[config.mk]
export PLATFORM = sky130hd
export DESIGN_NAME = lbt_tile
export DESIGN_NICKNAME = d
export VERILOG_FILES = /design/src/core/lbt_pkg.sv /design/src/core/lbt_tile.sv
export SDC_FILE = /design/constraint.sdc
export NUM_CORES = 1
export LEC_CHECK = 0
export BUFFER_PORTS_ARGS = -buffer_cell sky130_fd_sc_hd__buf_2
export CORE_AREA = 5 5 117 119
export DETAILED_ROUTE_END_ITERATION = 8
export DIE_AREA = 0 0 122 124
export PLACE_DENSITY = 0.72
export SLEW_MARGIN = 20
export SYNTH_ARGS = -nofsm -noshare
export SYNTH_HDL_FRONTEND = slang
export SYNTH_SLANG_ARGS = --single-unit
[constraint.sdc]
create_clock -name CLK_I -period 7.35 [get_ports CLK_I]
set_input_delay 0.3675 -clock CLK_I [delete_from_list [all_inputs] [get_ports CLK_I]]
set_output_delay 0.3675 -clock CLK_I [all_outputs]
set_load 0.02 [all_outputs]
[src/core/lbt_pkg.sv]
// Constants, types and selector encodings for the logic block tile.
// Assumes a single system clock; configuration bits arrive as plain ports.
package lbt_pkg;

   localparam int unsigned NUM_CELLS   = 8;
   localparam int unsigned NUM_GLOBAL_BUFFER    = 8;
   localparam int unsigned TABLE_IN    = 4;
   localparam int unsigned TABLE_DEPTH = 16;
   localparam int unsigned GLUT_MAX    = 4;
   localparam int unsigned SEL_W       = 3;
   localparam logic        WAKE_VALUE  = 1'h0;

   typedef enum logic [1:0] {
      LBT_SRC_ROUTE,
      LBT_SRC_GLOBAL_BUFFER,
      LBT_SRC_OFF
   } lbt_src_e;

   typedef struct packed {
      logic [TABLE_DEPTH-1:0] table_bits;
      logic                   use_reg;
      logic                   use_carry;
   } lbt_cell_cfg_s;

   typedef struct packed {
      lbt_src_e             clk_src;
      logic [SEL_W-1:0]     clk_sel;
      lbt_src_e             en_src;
      logic [SEL_W-1:0]     en_sel;
      lbt_src_e             sr_src;
      logic [SEL_W-1:0]     sr_sel;
      logic                 sr_async;
      logic                 sr_value;
      logic [NUM_GLOBAL_BUFFER-1:0]  glut_mask;
   } lbt_tile_cfg_s;

endpackage : lbt_pkg

[src/core/lbt_tile.sv]
// Logic block tile: eight cells with tables, flip-flops and carry chain.
// Assumes CLK_I is the 20 MHz system clock; the tile clock selection is
// modelled as a qualifier of CLK_I, since a real clock mux is not
// synthesised in a single-clock design.
`timescale 1ns/1ps
`default_nettype none

module lbt_tile #(
   parameter int unsigned CELLS = lbt_pkg::NUM_CELLS,
   parameter int unsigned GBUFS = lbt_pkg::NUM_GLOBAL_BUFFER
) (
   // Clock and reset.
   input  wire logic                              CLK_I,
   input  wire logic                              RST_N_I,
   // Configuration state.
   input  wire logic                              CONFIG_ACTIVE_I,
   input  wire lbt_pkg::lbt_tile_cfg_s            TILE_CFG_I,
   input  wire lbt_pkg::lbt_cell_cfg_s [CELLS-1:0] CELL_CFG_I,
   // Global network and pins.
   input  wire logic [GBUFS-1:0]                  GLOBAL_INPUT_PIN_I,
   input  wire logic [GBUFS-1:0]                  GLOBAL_CLK_USE_I,
   input  wire logic [GBUFS-1:0]                  GPIO_OUT_I,
   input  wire logic [GBUFS-1:0]                  GPIO_OE_I,
   output logic [GBUFS-1:0]                       GPIO_IN_O,
   output logic [GBUFS-1:0]                       GPIO_OUT_O,
   output logic [GBUFS-1:0]                       GPIO_OE_O,
   output logic                                   GLOBAL_FLOAT_CONTROL_O,
   // Routing-side control inputs.
   input  wire logic                              ROUTE_CLK_I,
   input  wire logic                              ROUTE_EN_I,
   input  wire logic                              ROUTE_SR_I,
   // Cell data.
   input  wire logic [CELLS-1:0][lbt_pkg::TABLE_IN-1:0] CELL_IN_I,
   input  wire logic [CELLS-1:0][lbt_pkg::TABLE_IN-1:0] CELL_GSEL_I,
   input  wire logic                              CARRY_CHAIN_IN_I,
   output logic                                   CARRY_CHAIN_OUT_O,
   output logic [CELLS-1:0]                       CELL_OUT_O,
   output logic                                   GLUT_CFG_ERR_O
);

   ////////////////////////////////////////////////////////////////////////
   // Global buffers and dual-use pins.

   logic [GBUFS-1:0] global_buffer;
   logic             glut_ok;
   logic [3:0]       glut_count;

   // A pin not claimed by the clock network behaves as plain I/O.
   assign global_buffer = GLOBAL_INPUT_PIN_I & GLOBAL_CLK_USE_I;
   assign GPIO_IN_O     = GLOBAL_INPUT_PIN_I & ~GLOBAL_CLK_USE_I;
   assign GPIO_OUT_O    = GPIO_OUT_I & ~GLOBAL_CLK_USE_I;
   // Floating during configuration overrides every output enable.
   assign GPIO_OE_O     = CONFIG_ACTIVE_I ? '0
                          : (GPIO_OE_I & ~GLOBAL_CLK_USE_I);
   assign GLOBAL_FLOAT_CONTROL_O = CONFIG_ACTIVE_I;

   always_comb begin
      glut_count = '0;
      for (int i = 0; i < GBUFS; i++) begin
         glut_count = glut_count + {3'h0, TILE_CFG_I.glut_mask[i]};
      end
   end
   assign glut_ok        = (glut_count <= 4'(lbt_pkg::GLUT_MAX));
   assign GLUT_CFG_ERR_O = ~glut_ok;

   ////////////////////////////////////////////////////////////////////////
   // Shared tile controls.

   logic tile_clk_q;
   logic tile_en;
   logic tile_sr;
   logic clk_prev_reg;
   logic clk_sel_lvl;

   always_comb begin
      unique case (TILE_CFG_I.clk_src)
         lbt_pkg::LBT_SRC_GLOBAL_BUFFER:  clk_sel_lvl =
            global_buffer[TILE_CFG_I.clk_sel];
         lbt_pkg::LBT_SRC_ROUTE: clk_sel_lvl = ROUTE_CLK_I;
         default:                clk_sel_lvl = 1'h0;
      endcase
   end

   always_ff @(posedge CLK_I or negedge RST_N_I) begin
      if (!RST_N_I) begin
         clk_prev_reg <= 1'h0;
      end else begin
         clk_prev_reg <= clk_sel_lvl;
      end
   end
   // The tile advances on a rising edge of the selected clock.
   assign tile_clk_q = clk_sel_lvl & ~clk_prev_reg;

   always_comb begin
      unique case (TILE_CFG_I.en_src)
         lbt_pkg::LBT_SRC_GLOBAL_BUFFER:  tile_en =
            TILE_CFG_I.en_sel[0] & global_buffer[TILE_CFG_I.en_sel];
         lbt_pkg::LBT_SRC_ROUTE: tile_en = ROUTE_EN_I;
         default:                tile_en = 1'h1;
      endcase
   end

   always_comb begin
      unique case (TILE_CFG_I.sr_src)
         lbt_pkg::LBT_SRC_GLOBAL_BUFFER:  tile_sr =
            ~TILE_CFG_I.sr_sel[0] & global_buffer[TILE_CFG_I.sr_sel];
         lbt_pkg::LBT_SRC_ROUTE: tile_sr = ROUTE_SR_I;
         default:                tile_sr = 1'h0;
      endcase
   end

   ////////////////////////////////////////////////////////////////////////
   // Logic cells and carry chain.

   logic [CELLS:0]   carry;
   logic [CELLS-1:0] table_out;
   logic [CELLS-1:0] ff_reg;
   logic [CELLS-1:0] async_sr;

   assign carry[0]          = CARRY_CHAIN_IN_I;
   assign CARRY_CHAIN_OUT_O = carry[CELLS];

   genvar c;
   generate
      for (c = 0; c < CELLS; c++) begin : g_cell
         logic [lbt_pkg::TABLE_IN-1:0] tin;
         logic                         d_next;

         // Table inputs may take global buffer 0 or GBUFS-1, picked by the input bit, if permitted.
         for (genvar k = 0; k < lbt_pkg::TABLE_IN; k++) begin : g_in
            assign tin[k] = (CELL_GSEL_I[c][k] && glut_ok &&
                             TILE_CFG_I.glut_mask[
                                CELL_IN_I[c][k] ? GBUFS-1 : 0])
                            ? global_buffer[CELL_IN_I[c][k] ? GBUFS-1 : 0]
                            : CELL_IN_I[c][k];
         end

         assign table_out[c] = CELL_CFG_I[c].table_bits[tin];

         // Carry: majority of the two middle inputs and incoming carry.
         assign carry[c+1] = CELL_CFG_I[c].use_carry
            ? ((tin[1] & tin[2]) | (carry[c] & (tin[1] | tin[2])))
            : carry[c];

         assign async_sr[c] = tile_sr & TILE_CFG_I.sr_async;

         always_comb begin
            d_next = ff_reg[c];
            if (tile_clk_q && tile_en) begin
               d_next = table_out[c];
            end
            if (tile_clk_q && tile_sr && !TILE_CFG_I.sr_async) begin
               d_next = TILE_CFG_I.sr_value;
            end
            if (async_sr[c]) begin
               d_next = TILE_CFG_I.sr_value;
            end
            if (CONFIG_ACTIVE_I) begin
               d_next = lbt_pkg::WAKE_VALUE;
            end
         end

         always_ff @(posedge CLK_I or negedge RST_N_I) begin
            if (!RST_N_I) begin
               ff_reg[c] <= lbt_pkg::WAKE_VALUE;
            end else begin
               ff_reg[c] <= d_next;
            end
         end

         assign CELL_OUT_O[c] = CELL_CFG_I[c].use_reg ? ff_reg[c]
                                                     : table_out[c];
      end
   endgenerate

   ////////////////////////////////////////////////////////////////////////
   // Checks.

   a_config_wake: assert property (@(posedge CLK_I) disable iff (!RST_N_I)
      CONFIG_ACTIVE_I |=> (ff_reg == '0))
      else $error("Flip-flops not cleared by configuration.");
   a_float_cfg: assert property (@(posedge CLK_I) disable iff (!RST_N_I)
      CONFIG_ACTIVE_I |-> (GPIO_OE_O == '0) && GLOBAL_FLOAT_CONTROL_O)
      else $error("I/O driven during configuration.");
   a_hold_no_en: assert property (@(posedge CLK_I) disable iff (!RST_N_I)
      (!CONFIG_ACTIVE_I && !tile_en && !tile_sr) |=> $stable(ff_reg))
      else $error("Flip-flop changed without enable.");
   a_unused_sr: assert property (@(posedge CLK_I) disable iff (!RST_N_I)
      (TILE_CFG_I.sr_src == lbt_pkg::LBT_SRC_OFF) |-> !tile_sr)
      else $error("Set/reset active while unused.");
   a_even_sr: assert property (@(posedge CLK_I) disable iff (!RST_N_I)
      (TILE_CFG_I.sr_src == lbt_pkg::LBT_SRC_GLOBAL_BUFFER &&
       TILE_CFG_I.sr_sel[0]) |-> !tile_sr)
      else $error("Odd buffer drove set/reset.");
   a_odd_en: assert property (@(posedge CLK_I) disable iff (!RST_N_I)
      (TILE_CFG_I.en_src == lbt_pkg::LBT_SRC_GLOBAL_BUFFER &&
       !TILE_CFG_I.en_sel[0]) |-> !tile_en)
      else $error("Even buffer drove clock enable.");
   a_load_table: assert property (@(posedge CLK_I) disable iff (!RST_N_I)
      (!CONFIG_ACTIVE_I && tile_clk_q && tile_en && !tile_sr)
      |=> (ff_reg == $past(table_out)))
      else $error("Flip-flop did not load table output.");
   a_async_sr: assert property (@(posedge CLK_I) disable iff (!RST_N_I)
      (!CONFIG_ACTIVE_I && tile_sr && TILE_CFG_I.sr_async)
      |=> (ff_reg == {CELLS{$past(TILE_CFG_I.sr_value)}}))
      else $error("Asynchronous set/reset not applied.");
   a_glut_limit: assert property (@(posedge CLK_I) disable iff (!RST_N_I)
      (glut_count > 4'(lbt_pkg::GLUT_MAX)) |-> GLUT_CFG_ERR_O)
      else $error("Too many global table inputs accepted.");

   c_load: cover property (@(posedge CLK_I) disable iff (!RST_N_I)
      tile_clk_q && tile_en && !CONFIG_ACTIVE_I);
   c_sync_sr: cover property (@(posedge CLK_I) disable iff (!RST_N_I)
      tile_clk_q && tile_sr && !TILE_CFG_I.sr_async);
   c_carry_out: cover property (@(posedge CLK_I) disable iff (!RST_N_I)
      CARRY_CHAIN_OUT_O && !CARRY_CHAIN_IN_I);
   c_config: cover property (@(posedge CLK_I) disable iff (!RST_N_I)
      $fell(CONFIG_ACTIVE_I));

endmodule : lbt_tile

`default_nettype wire

==> reports/qor.txt <==
=====================================================================================
Relative slew margins                                                           31.4%
Crit path arrival time                                                        5.66 ns
Cells after Synth                                                                 537
Placeable core area                                                       12500 sq um
Pre-CTS setup slack                                                           1.32 ns
Tot Pwr                                                                        656 uW
Number of H-tree levels                                                             1
Max-cap viol count                                                                  0
ANT nets after route                                                                0
Average cell area after synthesis                                          6.97 sq um
Most common cell type on the critical path                                       fa_1
Via count                                                                        5462
Clock tree from TritonCTS                                                        done
Clock Path Buffers                                                                  2
Number of nets in the layout                                                     1099
R2r startpoint                                                           clk_prev_reg
Top FF cell, synth                                                            dfrtp_1
Average routed wire per standard cell                                         17.6 um
Total global-route track usage                                                  20.9%
Startpoint type of the worst setup path                                    input port
Number of buffers added on ports                                                  306
Worst hold margin                                                            0.309 ns
Number of clock sinks                                                               9
Part of the Yosys area used for sequential elements                             6.01%
Register bit count reported by yosys                                                9
Remaining DRCs                                                                      0
Number of nets produced by synthesis                                              816
Clock-pin slew of the registers on the worst-case setup and hold paths        0.04 ns
Maximum number of pins on one net before global-route repair                       32
Yosys warning total                                                                 0
Total wirelength of the detailed-routed design                               17500 um
Hold Path End                                                            clk_prev_reg
Number of antenna violations at the first check in global routing                   0
TritonRoute pass-1 iters                                                            5
Commonest cells in the synthesized netlist                               nand2_1 (62), a21oi_1 (51), mux2i_1 (31), o21ai_0 (31)
Most area-hungry cell type in the Yosys netlist                               mux2i_1
Number of buffers inserted by hold repair at cts                                    1
Worst Setup Slack, final                                                      1.33 ns
Fraction of layout cells with a size suffix above 1                             41.6%
Kind of critical path                                                       in -> out
Count of flip-flops with a built-in enable after synthesis                          0
Slowest Stage Delay on Critical Path                                          0.67 ns
Die H                                                                          124 um
Cell type group with the largest total delay on the critical path         adder cells
Die Outline Area                                                          15100 sq um
Most common cell in the netlist                                               nand2_1
Netlist area before placement                                              3740 sq um
GRT overflow                                                                        0
Area overhead of the layout relative to synthesis                               44.9%
Path type of the worst min-delay path                                       in -> reg
Data required time of the worst path                                          6.98 ns
Detailed placer's ending HPWL                                                14900 um
Share of Yosys cell area claimed by the top area cell type                      8.29%
Wire length of the first global-routing pass                                 25700 um
Endpoint class of the critical path                                        output pin
Buffers inserted by post-CTS timing repair                                          0
Count of instances resized after the clock tree is built                            0
Setup TNS                                                                        0 ns
Setup-violating endpoint count in the final report                                  0
Result of the run                                                           completed
Crit-path slowest cell                                                        a31oi_1
TritonCTS buffer count                                                              3
Clock Skew                                                                0.000556 ns
Via count of the first global-routing pass                                       5191
Final critical delay including setup and external delays                      6.02 ns
Timing-limited maximum frequency                                            0.166 GHz
Num ports                                                                         307
Pwr Density                                                               121 nW/um^2
Final-report hold violation count                                                   0
Reg-to-reg setup timing slack                                                 5.57 ns
Library cells used by synthesis                                                    68
Source of the worst hold timing path                                     TILE_CFG_I[24]
CP Max Fanout                                                                      31
Worst-case vdd ir drop                                                      0.0702 mV
Horizontal extent of the die                                                   122 um
Number of cells on the critical path                                               20
Worst-case reg-to-reg path depth                                                    4
Clock Tree Root                                                             clkbuf_16
CP cell instances                                                        buf_2 -> inv_1 -> fa_1 -> fa_1 -> fa_1 -> inv_1 -> ha_1 -> inv_1 -> fa_1 -> nor2b_1 -> o221a_4 -> a21oi_1 -> a31oi_1 -> nand3b_1 -> a221o_1 -> o21ai_0 -> a211oi_1 -> mux2i_1 -> o21ai_0 -> buf_2
Via-per-instance ratio                                                           5.51
Crit path buffers/inverters                                                         5
Cells taking the most area after synthesis                               mux2i_1 (8.3%), a21oi_1 (6.8%), nand2_1 (6.2%)
Final weighted congestion in routability-driven placement                       0.940
Clock insertion delay at the later pin of the skew report                     0.23 ns
Fraction of registers with async set/reset                                       100%
Initial core utilization                                                        30.0%
RSZ-0062 raised after global routing                                               no
DRC marker count from the first detailed-route iteration                          371
Number of flip-flops in the largest register                                        8
Post-route fraction of the period consumed by the critical path                 82.0%
Count of final max-slew check failures                                              0
Hold Path Stages                                                                    2
Placement row count                                                                41
Worst-Margin Slew                                                             1.03 ns
Leakage power                                                              0.00257 uW
Reg-to-reg endpoint                                                         ff_reg[6]
Count of antenna diodes in the layout                                               0
=====================================================================================
## placed cells by master, fill, tap and decap left out, types with 4 or more instances in the layout
| master | Yosys | final |
|---|---|---|
| nand2_1 | 62 | 62 |
| nand3b_1 | 6 | 6 |
| a211oi_1 | 16 | 16 |
| a22oi_1 | 27 | 27 |
| o32ai_1 | 4 | 4 |
| nor3b_1 | 13 | 13 |
| a21o_1 | 4 | 4 |
| nor3_1 | 10 | 10 |
| inv_1 | 24 | 24 |
| o21ai_0 | 31 | 31 |
| dfrtp_1 | 9 | 9 |
| mux2_2 | 6 | 6 |
| o211ai_1 | 11 | 11 |
| nor2b_1 | 17 | 17 |
| buf_2 | 10 | 306 |
| nand2b_1 | 5 | 5 |
| o22ai_1 | 6 | 6 |
| a31oi_1 | 15 | 15 |
| a32o_1 | 4 | 4 |
| a221oi_1 | 16 | 16 |
| a221o_1 | 6 | 6 |
| and3_1 | 6 | 6 |
| a31oi_2 | 4 | 4 |
| a22o_1 | 6 | 6 |
| nor2_1 | 24 | 24 |
| nand3_1 | 27 | 27 |
| a222oi_1 | 4 | 4 |
| mux2i_1 | 31 | 31 |
| fa_1 | 4 | 4 |
| a21oi_1 | 51 | 51 |
## area by class of cell
| class | count | area (sq um) |
|---|---|---|
| clock buffer | 4 | 78.8 |
| timing repair buffer | 310 | 1560 |
| multi-input combinational | 472 | 3250 |
| sequential | 9 | 225 |
| tap | 172 | 215 |
| inverter | 24 | 90.1 |
| fill | 1363 | 7040 |
## routing by layer
metal	vias to the layer above	share of wire (%)	GRT usage, %	routed length, um
li1	2695	-	-	-
met1	2503	39	24.6	6750
met2	236	50	38.3	8780
met3	28	7.9	3.50	1380
met4	0	3.2	7.35	565
met5	-	0	0	0
## stage by stage
stage / cell area, sq um / utilization, % / instances
floorplan: 3740 / - / 537
global placement: 5340 / 42.8 / 986
detailed placement: 5340 / 42.8 / 986
CTS: 5430 / 43.5 / 991
global route: 5430 / 43.5 / 991
finish: 5430 / 43.5 / 991
## kinds of logic (layout without fill, tap and decap cells)
group,after synthesis,in the layout,share of synthesized area (%)
muxes,40,40,11.6
buffers and inverters,56,338,7.48
AOI/OAI and AO/OA,243,243,47.2
and+or+nand+nor,181,181,24.1
xor gates and xnor gates,1,1,0.434
DFF,9,9,6.01
adders and majority gates,7,7,3.14
## power by group
part / leakage [uW] / internal [uW] / switching (uW)
logic: 0.00241 / 205 / 295
clock network: 0.0000382 / 72.5 / 23.3
registers: 0.000116 / 56.4 / 3.68
## how the worst max path moves through the flow
stage / startpoint / endpoint
after floorplan: TILE_CFG_I[0] / CELL_OUT_O[5]
after global placement: TILE_CFG_I[0] / CELL_OUT_O[5]
after detailed placement: TILE_CFG_I[0] / CELL_OUT_O[5]
after CTS: TILE_CFG_I[0] / CELL_OUT_O[5]
after global routing: TILE_CFG_I[0] / CELL_OUT_O[5]
final: TILE_CFG_I[0] / CELL_OUT_O[5]
## worst register-to-register path, cell delays in order (launching register included)
cell	delay (ns)
dfrtp_1	0.36
nor4_1	0.32
a221o_1	0.39
and2_1	0.40
a211oi_1	0.14
Note: power is estimated with default switching activity, not from simulation.
